==> src/rtl/ped_defines.svh <==
// Offsets, field positions, reset values and limits of the port error detect register bank.
// Assumes inclusion by bare name from the rtl folder.
`ifndef PED_DEFINES_SVH
`define PED_DEFINES_SVH

// ----------------------------------------------------------------------------
// Register map
// ----------------------------------------------------------------------------
`define PED_ADDR_W            8
`define PED_OFF_ERR_DETECT    8'h00
`define PED_RST_ERR_DETECT    32'h0000_0000

// ----------------------------------------------------------------------------
// Field positions of the error detect register
// ----------------------------------------------------------------------------
`define PED_BIT_LOGICAL       0
`define PED_BIT_CS_CRC        9
`define PED_BIT_ACK_BAD_ID    10
`define PED_BIT_NOT_ACC       11
`define PED_BIT_PKT_BAD_ACK   12
`define PED_BIT_PKT_CRC       13
`define PED_BIT_PKT_OVERSIZE  14
`define PED_BIT_DELIMITER     29
`define PED_BIT_UNEXP_ACK     30
`define PED_BIT_LINK_TIMEOUT  31
`define PED_IMPL_MASK         32'hE000_7E01

// ----------------------------------------------------------------------------
// Packet checks
// ----------------------------------------------------------------------------
`define PED_MAX_PKT_BYTES     276
`define PED_TT_RSVD_A         2'h2
`define PED_TT_RSVD_B         2'h3
`define PED_HOP_ZERO          8'h00

`endif

==> src/rtl/ped_pkg.sv <==
// Types shared by the port error detect register bank.
// Assumes nothing of its surroundings.
package ped_pkg;

	typedef logic [31:0] ped_word_t;

	typedef enum logic [0:0] {
		PED_BUS_IDLE = 1'b0,
		PED_BUS_ACK  = 1'b1
	} ped_bus_state_t;

endpackage

==> src/rtl/ped_reg_if.sv <==
// Register access carrier between the bus slave and the register core.
// Assumes both ends run on the same clock.
`timescale 1ns/1ps
`default_nettype none

interface ped_reg_if;
	import ped_pkg::*;

	logic             access;
	logic             wr;
	logic [7:0]       addr;
	ped_word_t        wdata;
	logic [3:0]       be;
	ped_word_t        rdata;

	modport bus (output access, output wr, output addr, output wdata, output be, input rdata);
	modport core (input access, input wr, input addr, input wdata, input be, output rdata);
endinterface

`default_nettype wire
==> src/rtl/ped_avmm_slave.sv <==
// Avalon-MM slave with waitrequest for the port error detect register bank.
// Assumes the master holds its request until it samples waitrequest low.
`timescale 1ns/1ps
`default_nettype none
`include "ped_defines.svh"

module ped_avmm_slave (
	// Clock and reset
	input  wire logic               sys_clk_in,
	input  wire logic               rstn_in,
	// Avalon-MM
	input  wire logic [7:0]         avs_address_in,
	input  wire logic               avs_read_in,
	input  wire logic               avs_write_in,
	input  wire logic [3:0]         avs_byteenable_in,
	input  wire ped_pkg::ped_word_t avs_writedata_in,
	output var  ped_pkg::ped_word_t avs_readdata_out,
	output logic                    avs_waitrequest_out,
	// Register core side
	ped_reg_if.bus                  regs
);
	import ped_pkg::*;

	ped_bus_state_t state;
	ped_bus_state_t next_state;
	ped_word_t      next_readdata;

	// ------------------------------------------------------------------------
	// Access sequencing
	// ------------------------------------------------------------------------
	// Every request waits one cycle, then completes in the acknowledge cycle.
	always_comb begin
		next_state    = state;
		next_readdata = avs_readdata_out;
		case (state)
			PED_BUS_IDLE: begin
				if (avs_read_in || avs_write_in) begin
					next_state = PED_BUS_ACK;
				end
				if (avs_read_in) begin
					next_readdata = regs.rdata;
				end
			end
			PED_BUS_ACK: begin
				next_state = PED_BUS_IDLE;
			end
			default: begin
				next_state = PED_BUS_IDLE;
			end
		endcase
	end

	always_ff @(posedge sys_clk_in or negedge rstn_in) begin
		if (!rstn_in) begin
			state            <= PED_BUS_IDLE;
			avs_readdata_out <= 32'h0000_0000;
		end else begin
			state            <= next_state;
			avs_readdata_out <= next_readdata;
		end
	end

	assign avs_waitrequest_out = (state != PED_BUS_ACK);
	assign regs.access         = (state == PED_BUS_ACK);
	assign regs.wr             = avs_write_in;
	assign regs.addr           = avs_address_in;
	assign regs.wdata          = avs_writedata_in;
	assign regs.be             = avs_byteenable_in;
endmodule

`default_nettype wire

==> src/rtl/ped_event_decode.sv <==
// Turns raw link and fabric error events into per-bit set requests.
// Assumes all event inputs are one-cycle pulses on the register bus clock.
`timescale 1ns/1ps
`default_nettype none
`include "ped_defines.svh"

module ped_event_decode #(
	parameter int MAX_PKT_BYTES = `PED_MAX_PKT_BYTES
) (
	// Clock and reset
	input  wire logic               sys_clk_in,
	input  wire logic               rstn_in,
	// Received packet header and end
	input  wire logic               hdr_valid_in,
	input  wire logic [1:0]         transport_type_field_in,
	input  wire logic               maint_pkt_in,
	input  wire logic [7:0]         hop_count_in,
	input  wire logic               pkt_end_in,
	input  wire logic [15:0]        pkt_bytes_in,
	// Logical and fabric events
	input  wire logic               max_retry_in,
	input  wire logic               unmapped_dest_in,
	input  wire logic               ttl_expired_in,
	input  wire logic               lookup_parity_in,
	input  wire logic               internal_switch_fabric_tea_in,
	input  wire logic               multicast_tea_in,
	input  wire logic               port_fatal_in,
	// Link events
	input  wire logic               cs_crc_in,
	input  wire logic               ack_symbol_bad_id_in,
	input  wire logic               not_accepted_symbol_seen_in,
	input  wire logic               packet_bad_ack_id_in,
	input  wire logic               packet_checksum_fault_in,
	input  wire logic               delimiter_alignment_fault_in,
	input  wire logic               unexpected_ack_symbol_in,
	input  wire logic               link_response_timeout_in,
	// Decoded results
	output var  ped_pkg::ped_word_t set_out,
	output logic                    capture_latch_out,
	output logic                    capture_valid_out
);
	import ped_pkg::*;

	if (MAX_PKT_BYTES < 1 || MAX_PKT_BYTES > 65535) begin : g_bad_max_bytes
		$error("MAX_PKT_BYTES out of range");
	end

	localparam logic [15:0] MAX_BYTES = 16'(MAX_PKT_BYTES);

	ped_word_t next_set;
	logic      next_latch;
	logic      next_valid;
	logic      rsvd_tt;

	// ------------------------------------------------------------------------
	// Event decoding
	// ------------------------------------------------------------------------
	always_comb begin
		next_set = 32'h0000_0000;
		rsvd_tt  = hdr_valid_in
			&& (transport_type_field_in == `PED_TT_RSVD_A || transport_type_field_in == `PED_TT_RSVD_B)
			&& !(maint_pkt_in && hop_count_in == `PED_HOP_ZERO);
		next_set[`PED_BIT_LOGICAL] = rsvd_tt || max_retry_in || unmapped_dest_in || ttl_expired_in
			|| lookup_parity_in || internal_switch_fabric_tea_in || multicast_tea_in
			|| port_fatal_in;
		next_set[`PED_BIT_CS_CRC]       = cs_crc_in;
		next_set[`PED_BIT_ACK_BAD_ID]   = ack_symbol_bad_id_in;
		next_set[`PED_BIT_NOT_ACC]      = not_accepted_symbol_seen_in;
		next_set[`PED_BIT_PKT_BAD_ACK]  = packet_bad_ack_id_in;
		next_set[`PED_BIT_PKT_CRC]      = packet_checksum_fault_in;
		next_set[`PED_BIT_PKT_OVERSIZE] = pkt_end_in && (pkt_bytes_in > MAX_BYTES);
		next_set[`PED_BIT_DELIMITER]    = delimiter_alignment_fault_in;
		next_set[`PED_BIT_UNEXP_ACK]    = unexpected_ack_symbol_in;
		next_set[`PED_BIT_LINK_TIMEOUT] = link_response_timeout_in;
		// Capture holds meaningful contents only for reserved type and unmapped destination.
		next_valid = rsvd_tt || unmapped_dest_in;
		// Max retry still latches, but what is latched is the last received packet.
		next_latch = next_valid || max_retry_in;
	end

	always_ff @(posedge sys_clk_in or negedge rstn_in) begin
		if (!rstn_in) begin
			set_out           <= 32'h0000_0000;
			capture_latch_out <= 1'b0;
			capture_valid_out <= 1'b0;
		end else begin
			set_out           <= next_set;
			capture_latch_out <= next_latch;
			capture_valid_out <= next_valid;
		end
	end
endmodule

`default_nettype wire

==> src/rtl/ped_port_error_detect.sv <==
// Per-port error detect register with Avalon-MM access and error event inputs.
// Assumes event inputs and rate enables come from logic on the same clock.
`timescale 1ns/1ps
`default_nettype none
`include "ped_defines.svh"

//
// Behaviour
// - Non-zero write increments error rate counter when a written bit is rate-enabled.
// - Increment strobe feeds outside threshold logic that reports to software.
// - Bit 0 sets on any logical, transport, fabric or port fatal error.
// - Transport type 10 or 11 is reserved, except maintenance with hop count zero.
// - Clearing every bit also clears six related interrupt status flags.
// - Capture contents flagged valid only for reserved type and unmapped destination.
// - Max retry latches the last received packet, not the retried one.
// - Bit 9 sets on control symbol CRC failure.
// - Bit 10 sets on acknowledge with unexpected ackID; capture not valid.
// - Bit 11 sets on not-accepted symbol; bit 12 on packet bad ackID.
// - Bit 13 sets on received packet CRC failure.
// - Bit 14 sets when a received packet exceeds 276 bytes.
// - Bit 31 sets on acknowledge or link-response timeout; nothing captured.
// - Bit 29 on delimiter or code group fault; bit 30 on unexpected acknowledge.
module ped_port_error_detect #(
	parameter int MAX_PKT_BYTES = `PED_MAX_PKT_BYTES
) (
	// Clock and reset
	input  wire logic               sys_clk_in,
	input  wire logic               rstn_in,
	// Avalon-MM register bus
	input  wire logic [7:0]         avs_address_in,
	input  wire logic               avs_read_in,
	input  wire logic               avs_write_in,
	input  wire logic [3:0]         avs_byteenable_in,
	input  wire ped_pkg::ped_word_t avs_writedata_in,
	output var  ped_pkg::ped_word_t avs_readdata_out,
	output logic                    avs_waitrequest_out,
	// Received packet header and end
	input  wire logic               hdr_valid_in,
	input  wire logic [1:0]         transport_type_field_in,
	input  wire logic               maint_pkt_in,
	input  wire logic [7:0]         hop_count_in,
	input  wire logic               pkt_end_in,
	input  wire logic [15:0]        pkt_bytes_in,
	// Logical and fabric events
	input  wire logic               max_retry_in,
	input  wire logic               unmapped_dest_in,
	input  wire logic               ttl_expired_in,
	input  wire logic               lookup_parity_in,
	input  wire logic               internal_switch_fabric_tea_in,
	input  wire logic               multicast_tea_in,
	input  wire logic               port_fatal_in,
	// Link events
	input  wire logic               cs_crc_in,
	input  wire logic               ack_symbol_bad_id_in,
	input  wire logic               not_accepted_symbol_seen_in,
	input  wire logic               packet_bad_ack_id_in,
	input  wire logic               packet_checksum_fault_in,
	input  wire logic               delimiter_alignment_fault_in,
	input  wire logic               unexpected_ack_symbol_in,
	input  wire logic               link_response_timeout_in,
	// Rate enable register contents
	input  wire ped_pkg::ped_word_t rate_enable_in,
	// Join outputs
	output var  ped_pkg::ped_word_t error_flags_out,
	output logic                    rate_increment_out,
	output logic                    irq_status_clear_out,
	output logic                    capture_latch_out,
	output logic                    capture_valid_out
);
	import ped_pkg::*;

	// ------------------------------------------------------------------------
	// Functions
	// ------------------------------------------------------------------------
	// Expands byte enables into a bit mask.
	function automatic ped_word_t lane_mask(input logic [3:0] be);
		ped_word_t m;
		m = {{8{be[3]}}, {8{be[2]}}, {8{be[1]}}, {8{be[0]}}};
		return m;
	endfunction

	// ------------------------------------------------------------------------
	// Submodules
	// ------------------------------------------------------------------------
	ped_reg_if regs ();

	ped_word_t hw_set;

	ped_avmm_slave u_slave (
		.sys_clk_in          (sys_clk_in),
		.rstn_in             (rstn_in),
		.avs_address_in      (avs_address_in),
		.avs_read_in         (avs_read_in),
		.avs_write_in        (avs_write_in),
		.avs_byteenable_in   (avs_byteenable_in),
		.avs_writedata_in    (avs_writedata_in),
		.avs_readdata_out    (avs_readdata_out),
		.avs_waitrequest_out (avs_waitrequest_out),
		.regs                (regs.bus)
	);

	ped_event_decode #(
		.MAX_PKT_BYTES (MAX_PKT_BYTES)
	) u_decode (
		.sys_clk_in                    (sys_clk_in),
		.rstn_in                       (rstn_in),
		.hdr_valid_in                  (hdr_valid_in),
		.transport_type_field_in       (transport_type_field_in),
		.maint_pkt_in                  (maint_pkt_in),
		.hop_count_in                  (hop_count_in),
		.pkt_end_in                    (pkt_end_in),
		.pkt_bytes_in                  (pkt_bytes_in),
		.max_retry_in                  (max_retry_in),
		.unmapped_dest_in              (unmapped_dest_in),
		.ttl_expired_in                (ttl_expired_in),
		.lookup_parity_in              (lookup_parity_in),
		.internal_switch_fabric_tea_in (internal_switch_fabric_tea_in),
		.multicast_tea_in              (multicast_tea_in),
		.port_fatal_in                 (port_fatal_in),
		.cs_crc_in                     (cs_crc_in),
		.ack_symbol_bad_id_in          (ack_symbol_bad_id_in),
		.not_accepted_symbol_seen_in   (not_accepted_symbol_seen_in),
		.packet_bad_ack_id_in          (packet_bad_ack_id_in),
		.packet_checksum_fault_in      (packet_checksum_fault_in),
		.delimiter_alignment_fault_in  (delimiter_alignment_fault_in),
		.unexpected_ack_symbol_in      (unexpected_ack_symbol_in),
		.link_response_timeout_in      (link_response_timeout_in),
		.set_out                       (hw_set),
		.capture_latch_out             (capture_latch_out),
		.capture_valid_out             (capture_valid_out)
	);

	// ------------------------------------------------------------------------
	// Register core
	// ------------------------------------------------------------------------
	ped_word_t flags;
	ped_word_t next_flags;
	logic      next_increment;
	logic      next_irq_clear;
	logic      det_write;
	ped_word_t lanes;
	ped_word_t wr_bits;

	assign det_write  = regs.access && regs.wr && (regs.addr == `PED_OFF_ERR_DETECT);
	assign lanes      = lane_mask(regs.be);
	assign wr_bits    = regs.wdata & lanes & `PED_IMPL_MASK;
	assign regs.rdata = (regs.addr == `PED_OFF_ERR_DETECT) ? flags : 32'h0000_0000;

	always_comb begin
		next_flags = flags;
		if (det_write) begin
			// Zero in an enabled lane clears that flag; ones leave it untouched.
			next_flags = flags & (regs.wdata | ~lanes);
		end
		// A hardware event in the clearing cycle wins over the clear.
		next_flags = (next_flags | hw_set) & `PED_IMPL_MASK;
		// Only a write that names an enabled error class counts toward the rate.
		next_increment = det_write && ((wr_bits & rate_enable_in) != 32'h0000_0000);
		next_irq_clear = det_write && (regs.be == 4'hF) && (wr_bits == 32'h0000_0000);
	end

	always_ff @(posedge sys_clk_in or negedge rstn_in) begin
		if (!rstn_in) begin
			flags                <= `PED_RST_ERR_DETECT;
			rate_increment_out   <= 1'b0;
			irq_status_clear_out <= 1'b0;
		end else begin
			flags                <= next_flags;
			rate_increment_out   <= next_increment;
			irq_status_clear_out <= next_irq_clear;
		end
	end

	assign error_flags_out = flags;
endmodule

`default_nettype wire

==> config.mk <==
export PLATFORM = sky130hd
export DESIGN_NAME = ped_port_error_detect
export DESIGN_NICKNAME = d
export VERILOG_FILES = /design/src/rtl/ped_pkg.sv /design/src/rtl/ped_reg_if.sv /design/src/rtl/ped_avmm_slave.sv /design/src/rtl/ped_event_decode.sv /design/src/rtl/ped_port_error_detect.sv
export VERILOG_INCLUDE_DIRS = /design/src /design/src/rtl
export SDC_FILE = /design/constraint.sdc
export NUM_CORES = 1
export LEC_CHECK = 0
export ABC_AREA = 0
export ABC_CLOCK_PERIOD_IN_PS = 1500
export CAP_MARGIN = 20
export CORE_AREA = 5 5 72 74
export CTS_CLUSTER_SIZE = 12
export DETAILED_ROUTE_END_ITERATION = 6
export DIE_AREA = 0 0 77 79
export DONT_BUFFER_PORTS = 1
export SYNTH_ARGS = -nofsm -noshare
export SYNTH_HDL_FRONTEND = slang
export SYNTH_SLANG_ARGS = --single-unit
==> constraint.sdc <==
create_clock -name sys_clk_in -period 1.5 [get_ports sys_clk_in]
set_clock_uncertainty 0.1 [all_clocks]
set_input_delay 0.3 -clock sys_clk_in [delete_from_list [all_inputs] [get_ports sys_clk_in]]
set_output_delay 0.3 -clock sys_clk_in [all_outputs]
set_load 0.05 [all_outputs]
==> results of run 1 <==
[flip-flops by register name, indices dropped and copies added (netlist names)]
name                        count
error_flags_out                10
rate_increment_out              1
irq_status_clear_out            1
u_slave.regs.access             1
u_slave.avs_readdata_out       10
u_decode.set_out               10
u_decode.capture_latch_out      1
u_decode.capture_valid_out      1
[synth_stat cells (2+ instances only)]
cell type	number
nand3_1	2
nor3_1	12
nor2_1	12
nor4b_1	3
nand2_1	2
a21oi_1	10
inv_1	5
or4_4	2
a22o_1	10
dfrtp_1	35
nor4_1	2
o21a_1	2
buf_4	45
nand2b_1	2
a22oi_1	3
[through the flow]
step	util, %	TNS [ns]
after floorplan	-	-0.232
after global placement	37.4	-1.06
after detailed placement	37.4	-0.991
after CTS	42.3	0
after global routing	42.3	0
final	42.3	0
[repair_timing]
item | in CTS | in global routing
resized for setup | 0 | 0
endpoints found under the hold margin | 44 | 0
hold buffers | 11 | 0
[where the power goes]
group | total, mW | leakage (nW) | switching (mW) | internal (mW)
Combinational | 0.372 | 0.399 | 0.313 | 0.0589
Sequential | 0.992 | 0.402 | 0.0281 | 0.964
Clock | 0.739 | 0.0515 | 0.320 | 0.419
[metal layers]
metal  vias up  global-route usage, %
met5         -                      0
met4         0                   7.22
met3         4                   4.65
met2        87                   19.5
met1       555                   15.3
li1        537                      -
[cell families after synthesis]
family,count (synthesis),share of synthesized area (%)
AO/OA/AOI/OAI,32,13.2
other,1,0.216
buffers and inverters,51,20.7
flip-flops,35,50.4
AND/OR/NAND/NOR,44,15.5
[final timing paths]
kind,start,to,cells after the start
min in group asynchronous,rstn_in,irq_status_clear_out,2
max reg2reg,u_slave.regs.access,u_slave.avs_readdata_out[12],3
min reg2reg,u_slave.regs.access,u_slave.regs.access,1
max,u_slave.regs.access,avs_waitrequest_out,1
min,unmapped_dest_in,u_decode.capture_valid_out,1
max in group asynchronous,rstn_in,u_decode.set_out[12],2
[layout make-up]
class,count,area (um^2),share of cell area (%)
sequential,35,876,45.7
multi-input combinational,120,671,35.0
timing repair buffer,18,185,9.65
clock buffer,8,100,5.22
tap,54,67.6,3.52
inverter,5,18.8,0.978
==> summary.txt, run 1 <==
Route
  • Met1 WL: 1520 um
  • Uppermost layer routed: met4
  • Wire per inst: 16.9 um
  • Detailed-route via count: 1,183
  • Routed wl met3: 491 um
  • # DRC: 0
  • Via density: 4.93
  • Initial DRT Pass Iterations: 4
  • Antenna-violating nets left: 0
  • Metal2 WL: 1980 um
  • Drt total wl: 4050 um
  • Iter 0 DRT Violations: 43

Final layout
  • Final Non-Filler Cells: 240
  • Fill cell count: 440
  • Layout cell share with drive strength beyond 1: 11.3%
  • Fin nets: 309
  • Area delta synth->final: 10.3%
  • Most common cell after layout, fill and taps aside: conb_1
  • Post-route cell area: 0.00192 mm^2
  • Ant diodes: 0
  • Highest-count cells in the layout ignoring fill and taps: conb_1 (44), dfrtp_1 (35), nor3_1 (12), nor2_1 (12)

Power and ir drop
  • Tot Pwr: 2.10 mW
  • Pwr Density: 1100 mW/mm^2
  • Leak: 0.852 nW
  • Maximum vdd drop: 341 uV

Die
  • Initial Util: 38.3%
  • DIE HEIGHT: 79 um
  • Total die area: 0.00608 mm^2
  • Die width: 77 um
  • Top Ports: 193
  • Site Rows: 25
  • Core Box Area: 0.00454 mm^2

Critical path
  • Crit Path Class: reg -> out
  • WP buf/inv: 1
  • Worst stage delay on the critical path: 0.40 ns
  • R2R Setup Slk: 0.24 ns
  • Crit-path max FO: 4
  • CP startpoint kind: flip-flop
  • CP required: 1.10 ns
  • Slowest cell on crit path: dfrtp_1
  • CP arrival: 1.02 ns
  • CP top delay family: flip-flops
  • CP cell instances: inv_1
  • CP endpoint kind: output pin

Yosys
  • Largest cells by area after synthesis: dfrtp_1 (50%), buf_4 (19%), a22o_1 (5.0%)
  • Synth area leader: dfrtp_1
  • Top cell type's share of synthesized area: 50.4%
  • Asr flop ratio synth: 100%
  • Sequential share of the synthesized area: 50.4%
  • Number of synthesized flops with an enable pin: 0
  • Main synth FF type: dfrtp_1
  • Seq cells post-synth: 35
  • Avg Cell Area, Syn: 10.7 um^2
  • YS warnings: 0
  • Distinct cell type count after synthesis: 31
  • Mapped cell area: 0.00174 mm^2
  • Syn Inst Count: 163

Timing
  • Post-route worst setup slack: 0.0834 ns
  • Max transition margin: 63.3%
  • Max Freq: 706 MHz
  • RSZ-0062 raised after global routing: no
  • Final Slew Violations: 0
  • Worst-margin pin slew: 0.550 ns
  • Period utilization: 94.4%
  • Final min period: 1.42 ns
  • Final hold violations: 0
  • Hold slack: 0.0266 ns
  • # setup viols final: 0

Clock tree
  • Htree depth: 2
  • CTS Buffer Depth: 2
  • CTS tree: done
  • Clock slew at reported path FFs: 0.07 ns
  • CTS Buf Count: 5
  • Worst skew pair latency: 0.28 ns
  • Setup bufs post-CTS: 0
  • CTS Sinks: 35
  • Clock root buffer master: clkbuf_8

Global route
  • Grt ovf: 0
  • First-pass GRT wire length: 5950 um
  • Global Route Usage Sum: 12.7%
  • Initial antenna violation count: 0
  • Vias in the first global route: 1,163
  • Largest net degree at the start of global routing: 36

Outcome
  • Outcome: completed

Placed design
  • Hpwl dp: 3290 um
  • Port-buffer cells: 0
  • Post-DP Area: 0.00170 mm^2
  • Placed Cells: 221
  • Final Wtd Congestion: 0.721
  • Pre-CTS setup slack: -0.0867 ns

Hold path
  • HP Class: in -> reg

Flow run
  • Max Cap Viol: 0
No activity file was read; power rests on OpenSTA's default activity.
==> inputs of run 2 (changes only) <==
CORE_AREA = default   (was 5 5 72 74)
CORE_MARGIN = 5   (was default)
CORE_UTILIZATION = 40   (was default)
DIE_AREA = default   (was 0 0 77 79)
==> run 2 against run 1 <==
Worst setup slack better by 0.00076 ns; final area down 0.91%; hold slack worse by 0.0072 ns; global-route usage up 1.8 points; sequential share of layout area up 0.42 points; via count down 1.9%; largest cell class unchanged.
==> summary.txt, run 2 (same netlist as run 1, synthesis figures left out) <==
Outcome
  • Outcome: completed

Die
  • Top Ports: 193
  • Initial Util: 40.5%
  • DIE HEIGHT: 75.9 um
  • Die width: 75.9 um
  • Total die area: 0.00577 mm^2
  • Site Rows: 24
  • Core Box Area: 0.00429 mm^2

Clock tree
  • Clock root buffer master: clkbuf_8
  • Htree depth: 2
  • CTS tree: done
  • Worst skew pair latency: 0.28 ns
  • Clock slew at reported path FFs: 0.06 ns
  • CTS Sinks: 35
  • CTS Buf Count: 5
  • CTS Buffer Depth: 2
  • Post-CTS Resized: 0

Route
  • Initial DRT Pass Iterations: 4
  • Via density: 4.92
  • Wire per inst: 18.3 um
  • Drt total wl: 4320 um
  • Antenna-violating nets left: 0
  • Detailed-route via count: 1,160
  • Iter 0 DRT Violations: 37
  • # DRC: 0

Final layout
  • Highest-count cells in the layout ignoring fill and taps: conb_1 (44), dfrtp_1 (35), nor3_1 (12), nor2_1 (12)
  • Final Non-Filler Cells: 236
  • Area delta synth->final: 9.28%
  • Most common cell after layout, fill and taps aside: conb_1
  • Fill cell count: 421
  • Ant diodes: 0
  • Post-route cell area: 0.00190 mm^2
  • Fin nets: 307
  • Layout cell share with drive strength beyond 1: 10.3%

Flow run
  • Max Cap Viol: 0

Critical path
  • CP cell instances: inv_1
  • CP arrival: 1.02 ns
  • CP top delay family: flip-flops
  • R2R Setup Slk: 0.26 ns
  • CP endpoint: avs_waitrequest_out
  • Logic depth of the worst path, buffers included: 1
  • Reg-to-reg startpoint: u_slave.regs.access
  • Reg2reg end: u_slave.avs_readdata_out[30]
  • Crit Path Class: reg -> out
  • CP endpoint kind: output pin
  • Slowest cell on crit path: dfrtp_1
  • CP required: 1.10 ns
  • Critical path origin: u_slave.regs.access
  • Worst stage delay on the critical path: 0.40 ns
  • FF-to-FF path depth: 3
  • WP buf/inv: 1
  • Crit-path max FO: 4
  • CP startpoint kind: flip-flop

Timing
  • Post-route worst setup slack: 0.0841 ns
  • Period utilization: 94.4%
  • Final hold violations: 0
  • Max Freq: 706 MHz
  • Worst-margin pin slew: 0.549 ns
  • Final min period: 1.42 ns
  • Max transition margin: 63.4%
  • RSZ-0062 raised after global routing: no
  • # setup viols final: 0
  • Final Slew Violations: 0
  • TNS Setup: 0 ns
  • Hold slack: 0.0194 ns

Global route
  • First-pass GRT wire length: 6650 um
  • Vias in the first global route: 1,218
  • Grt ovf: 0
  • Global Route Usage Sum: 14.5%
  • Initial antenna violation count: 0
  • Largest net degree at the start of global routing: 36

Power and ir drop
  • Clock share of power: 35.2%
  • Pint: 1.44 mW
  • Seq pwr share: 47.3%
  • Sw Share: 31.5%
  • Comb pwr share: 17.5%
  • Pwr Density: 1100 mW/mm^2
  • Sw power: 661 uW
  • Maximum vdd drop: 333 uV
  • Leak: 0.842 nW

Placed design
  • Hpwl dp: 3520 um
  • Port-buffer cells: 0
  • Final Wtd Congestion: 0.699
  • Placed Cells: 217
  • Post-DP Area: 0.00168 mm^2
  • Pre-CTS setup slack: -0.0682 ns

Hold path
  • HP Class: in -> reg
==> run 2: how the worst min path moves through the flow <==
stage | end | start | cells past startpoint
floorplan | error_flags_out[0] | rstn_in | 0
global placement | u_slave.avs_readdata_out[29] | rstn_in | 0
detailed placement | u_slave.avs_readdata_out[31] | rstn_in | 0
CTS | u_decode.set_out[14] | pkt_end_in | 2
global route | u_decode.capture_valid_out | unmapped_dest_in | 1
finish | u_decode.set_out[14] | pkt_end_in | 2
==> run 2: metal layers <==
metal  share of wire, %  wire (um)  GRT usage (%)  up-vias
li1                   -          -              -      529
met3                 11        493           6.64        6
met1                 34       1480           15.8      540
met4                2.2         95           6.58        0
met2                 52       2240           24.0       85
met5                  0          0              0        -
==> run 2: power by group through the flow <==
stage | logic, mW | clock network [mW] | registers (mW)
after floorplan | 0.394 | 0 | 1.01
after global placement | 0.317 | 0 | 1.01
after detailed placement | 0.318 | 0 | 1.01
after CTS | 0.365 | 0.760 | 0.993
after global routing | 0.387 | 0.801 | 0.995
final | 0.368 | 0.739 | 0.993
==> run 2: final cells by class <==
cell class	instances	area, um^2	area share, %
multi-input cells	120	671	35.3
clock buffers	8	100	5.27
inverters	5	18.8	0.987
well taps	52	65.1	3.42
repair buffers	16	170	8.95
flip-flops and latches	35	876	46.1
==> run 2: through the flow <==
stage	power, mW	util [%]
final	2.10	44.3
after global routing	2.18	44.3
after CTS	2.12	44.3
after detailed placement	1.33	39.1
after global placement	1.33	39.1
after floorplan	1.40	-
==> run 2: repair_timing <==
item	CTS	global route
buffers inserted	0	0
endpoints found under the hold margin	44	0
hold buffers	11	0
endpoints found under the setup margin	0	0
==> inputs of run 3 (changes only) <==
SYNTH_HIERARCHICAL = 1   (was default)
==> run 3 against run 2 <==
The flow now finishes with violations (negative hold slack); routed wire length up 37%; worst setup slack worse by 0.0048 ns; register-to-register slack worse by 0.17 ns; synthesized area up 65%; hold slack worse by 0.46 ns; fmax down 0.34%; clock power up 83%; largest power group unchanged.
==> summary.txt, run 3 <==
Clock tree
  • CTS Hold Buffers Added: 13
  • Htree depth: 3
  • CTS Sinks: 57
  • Worst skew pair latency: 0.33 ns
  • CTS tree: done
  • CTS Buffer Depth: 2
  • Clock root buffer master: clkbuf_8
  • CTS Buf Count: 9
  • Clock slew at reported path FFs: 0.06 ns

Die
  • Site Rows: 31
  • Initial Util: 40.3%
  • DIE HEIGHT: 94.8 um
  • Die width: 94.8 um
  • Top Ports: 193
  • Core Box Area: 0.00714 mm^2
  • Total die area: 0.00899 mm^2

Yosys
  • YS warnings: 6
  • Mapped cell area: 0.00288 mm^2
  • Syn Inst Count: 222
  • Avg Cell Area, Syn: 13.0 um^2

Route
  • Initial DRT Pass Iterations: 4
  • Antenna-violating nets left: 0
  • Drt total wl: 5900 um
  • Routed wl met3: 669 um
  • # DRC: 0
  • Wire per inst: 16.6 um
  • Iter 0 DRT Violations: 43
  • Met1 WL: 2170 um
  • Via density: 4.66
  • Detailed-route via count: 1,660
  • Uppermost layer routed: met4
  • Metal2 WL: 2950 um

Power and ir drop
  • Maximum vdd drop: 389 uV
  • Pwr Density: 1260 mW/mm^2
  • Leak: 1.44 nW

Flow run
  • Max Cap Viol: 0

Final layout
  • Largest reg by FF count: u_slave/avs_readdata_out
  • Highest-count cells in the layout ignoring fill and taps: dfrtp_1 (56), conb_1 (44), mux2_4 (30), dlygate4sd3_1 (13), buf_4 (12)
  • Max reg flops: 32
  • Final Non-Filler Cells: 356
  • Fill cell count: 670
  • Area of the multi-input gates: 0.00119 mm^2
  • Most common cell after layout, fill and taps aside: dfrtp_1
  • Fin nets: 376
  • Sequential Area: 0.00143 mm^2
  • Post-route cell area: 0.00322 mm^2
  • Ant diodes: 0
  • Area delta synth->final: 12.0%
  • Layout cell share with drive strength beyond 1: 28.0%

Critical path
  • R2R Setup Slk: 0.09 ns
  • Logic depth of the worst path, buffers included: 1
  • CP required: 1.10 ns
  • Reg2reg end: u_slave/avs_readdata_out[27]
  • CP startpoint kind: flip-flop
  • Worst stage delay on the critical path: 0.43 ns
  • CP arrival: 1.02 ns
  • Reg-to-reg startpoint: u_slave/regs.access
  • Crit Path Class: reg -> out
  • Slowest cell on crit path: dfrtp_2
  • CP endpoint: avs_waitrequest_out
  • Critical path origin: u_slave/regs.access
  • WP buf/inv: 1
  • CP endpoint kind: output pin
  • CP cell instances: clkinvlp_4
  • CP top delay family: flip-flops
  • Crit-path max FO: 4
  • FF-to-FF path depth: 3

Placed design
  • Final Wtd Congestion: 0.749
  • Port-buffer cells: 0
  • Placed Cells: 327
  • Hpwl dp: 4600 um
  • Post-DP Area: 0.00290 mm^2

Global route
  • First-pass GRT wire length: 8800 um
  • Grt ovf: 0
  • Initial antenna violation count: 0
  • Vias in the first global route: 1,741
  • Largest net degree at the start of global routing: 58
  • Global Route Usage Sum: 13.3%

Timing
  • Worst-margin pin slew: 0.521 ns
  • Final hold violations: 57
  • Max Freq: 704 MHz
  • Period utilization: 94.7%
  • TNS Setup: 0 ns
  • RSZ-0062 raised after global routing: no
  • # setup viols final: 0
  • Final Slew Violations: 0
  • Max transition margin: 65.3%
  • Hold slack: -0.440 ns
  • Final min period: 1.42 ns

Hold path
  • HP Class: in -> async

Outcome
  • Failing checks: negative hold slack
  • Outcome: finished with violations
==> run 3: cell count changes in the layout (fill, tap and decap cells not counted), moves of 8 or more <==
| cell | delta |
|---|---|
| mux2_4 | +30 |
| a22o_1 | -10 |
| nor3_1 | -10 |
| buf_4 | +8 |
| dfrtp_1 | +21 |
| a21oi_1 | -10 |
| and3_1 | +10 |
| nand4_1 | +8 |
| nor2b_1 | +8 |
==> run 3: routing by layer <==
metal	up-vias	track usage (%)
li1	757	-
met1	792	14.9
met2	103	21.4
met3	8	5.58
met4	0	7.57
met5	-	0
==> run 3: what timing repair did <==
item                                    in CTS  in global routing
endpoints found under the setup margin       1                  0
gates resized for setup                      2                  0
setup buffers                                0                  0
endpoints found under the hold margin       73                 57
==> run 3: cell type report <==
cell class / count / share of cell area (%)
Tap cell: 99 / 3.84
Sequential cell: 57 / 44.3
Timing Repair Buffer: 28 / 8.70
Multi-Input combinational cell: 153 / 36.9
Clock inverter: 6 / 1.83
Inverter: 3 / 0.466
Clock buffer: 10 / 3.96
==> run 3: report_power, final <==
group	switching [mW]	total (mW)	internal, mW
clock	0.589	1.35	0.757
sequential	0.538	2.20	1.67
combinational	0.249	0.501	0.252
total	1.38	4.05	2.68
==> run 3: how the worst min path moves through the flow <==
stage | endpoint | slack (ns) | cells past startpoint
floorplan | error_flags_out[0] | -0.1 | 0
global placement | u_decode/set_out[31] | -0.09 | 0
detailed placement | u_decode/set_out[31] | -0.09 | 0
CTS | u_decode/capture_latch_out | -0.46 | 0
global route | u_decode/capture_latch_out | -0.47 | 0
finish | u_decode/set_out[31] | -0.44 | 0
==> run 3: stage by stage <==
stage	utilization (%)	total power [mW]	setup WS, ns
3_3_place_gp	40.6	2.69	0.0810
4_1_cts	45.1	4.11	0.0536
6_report	45.1	4.05	0.0794
5_1_grt	45.1	4.23	0.0137
3_5_place_dp	40.6	2.71	0.0438
2_1_floorplan	-	2.75	0.0110
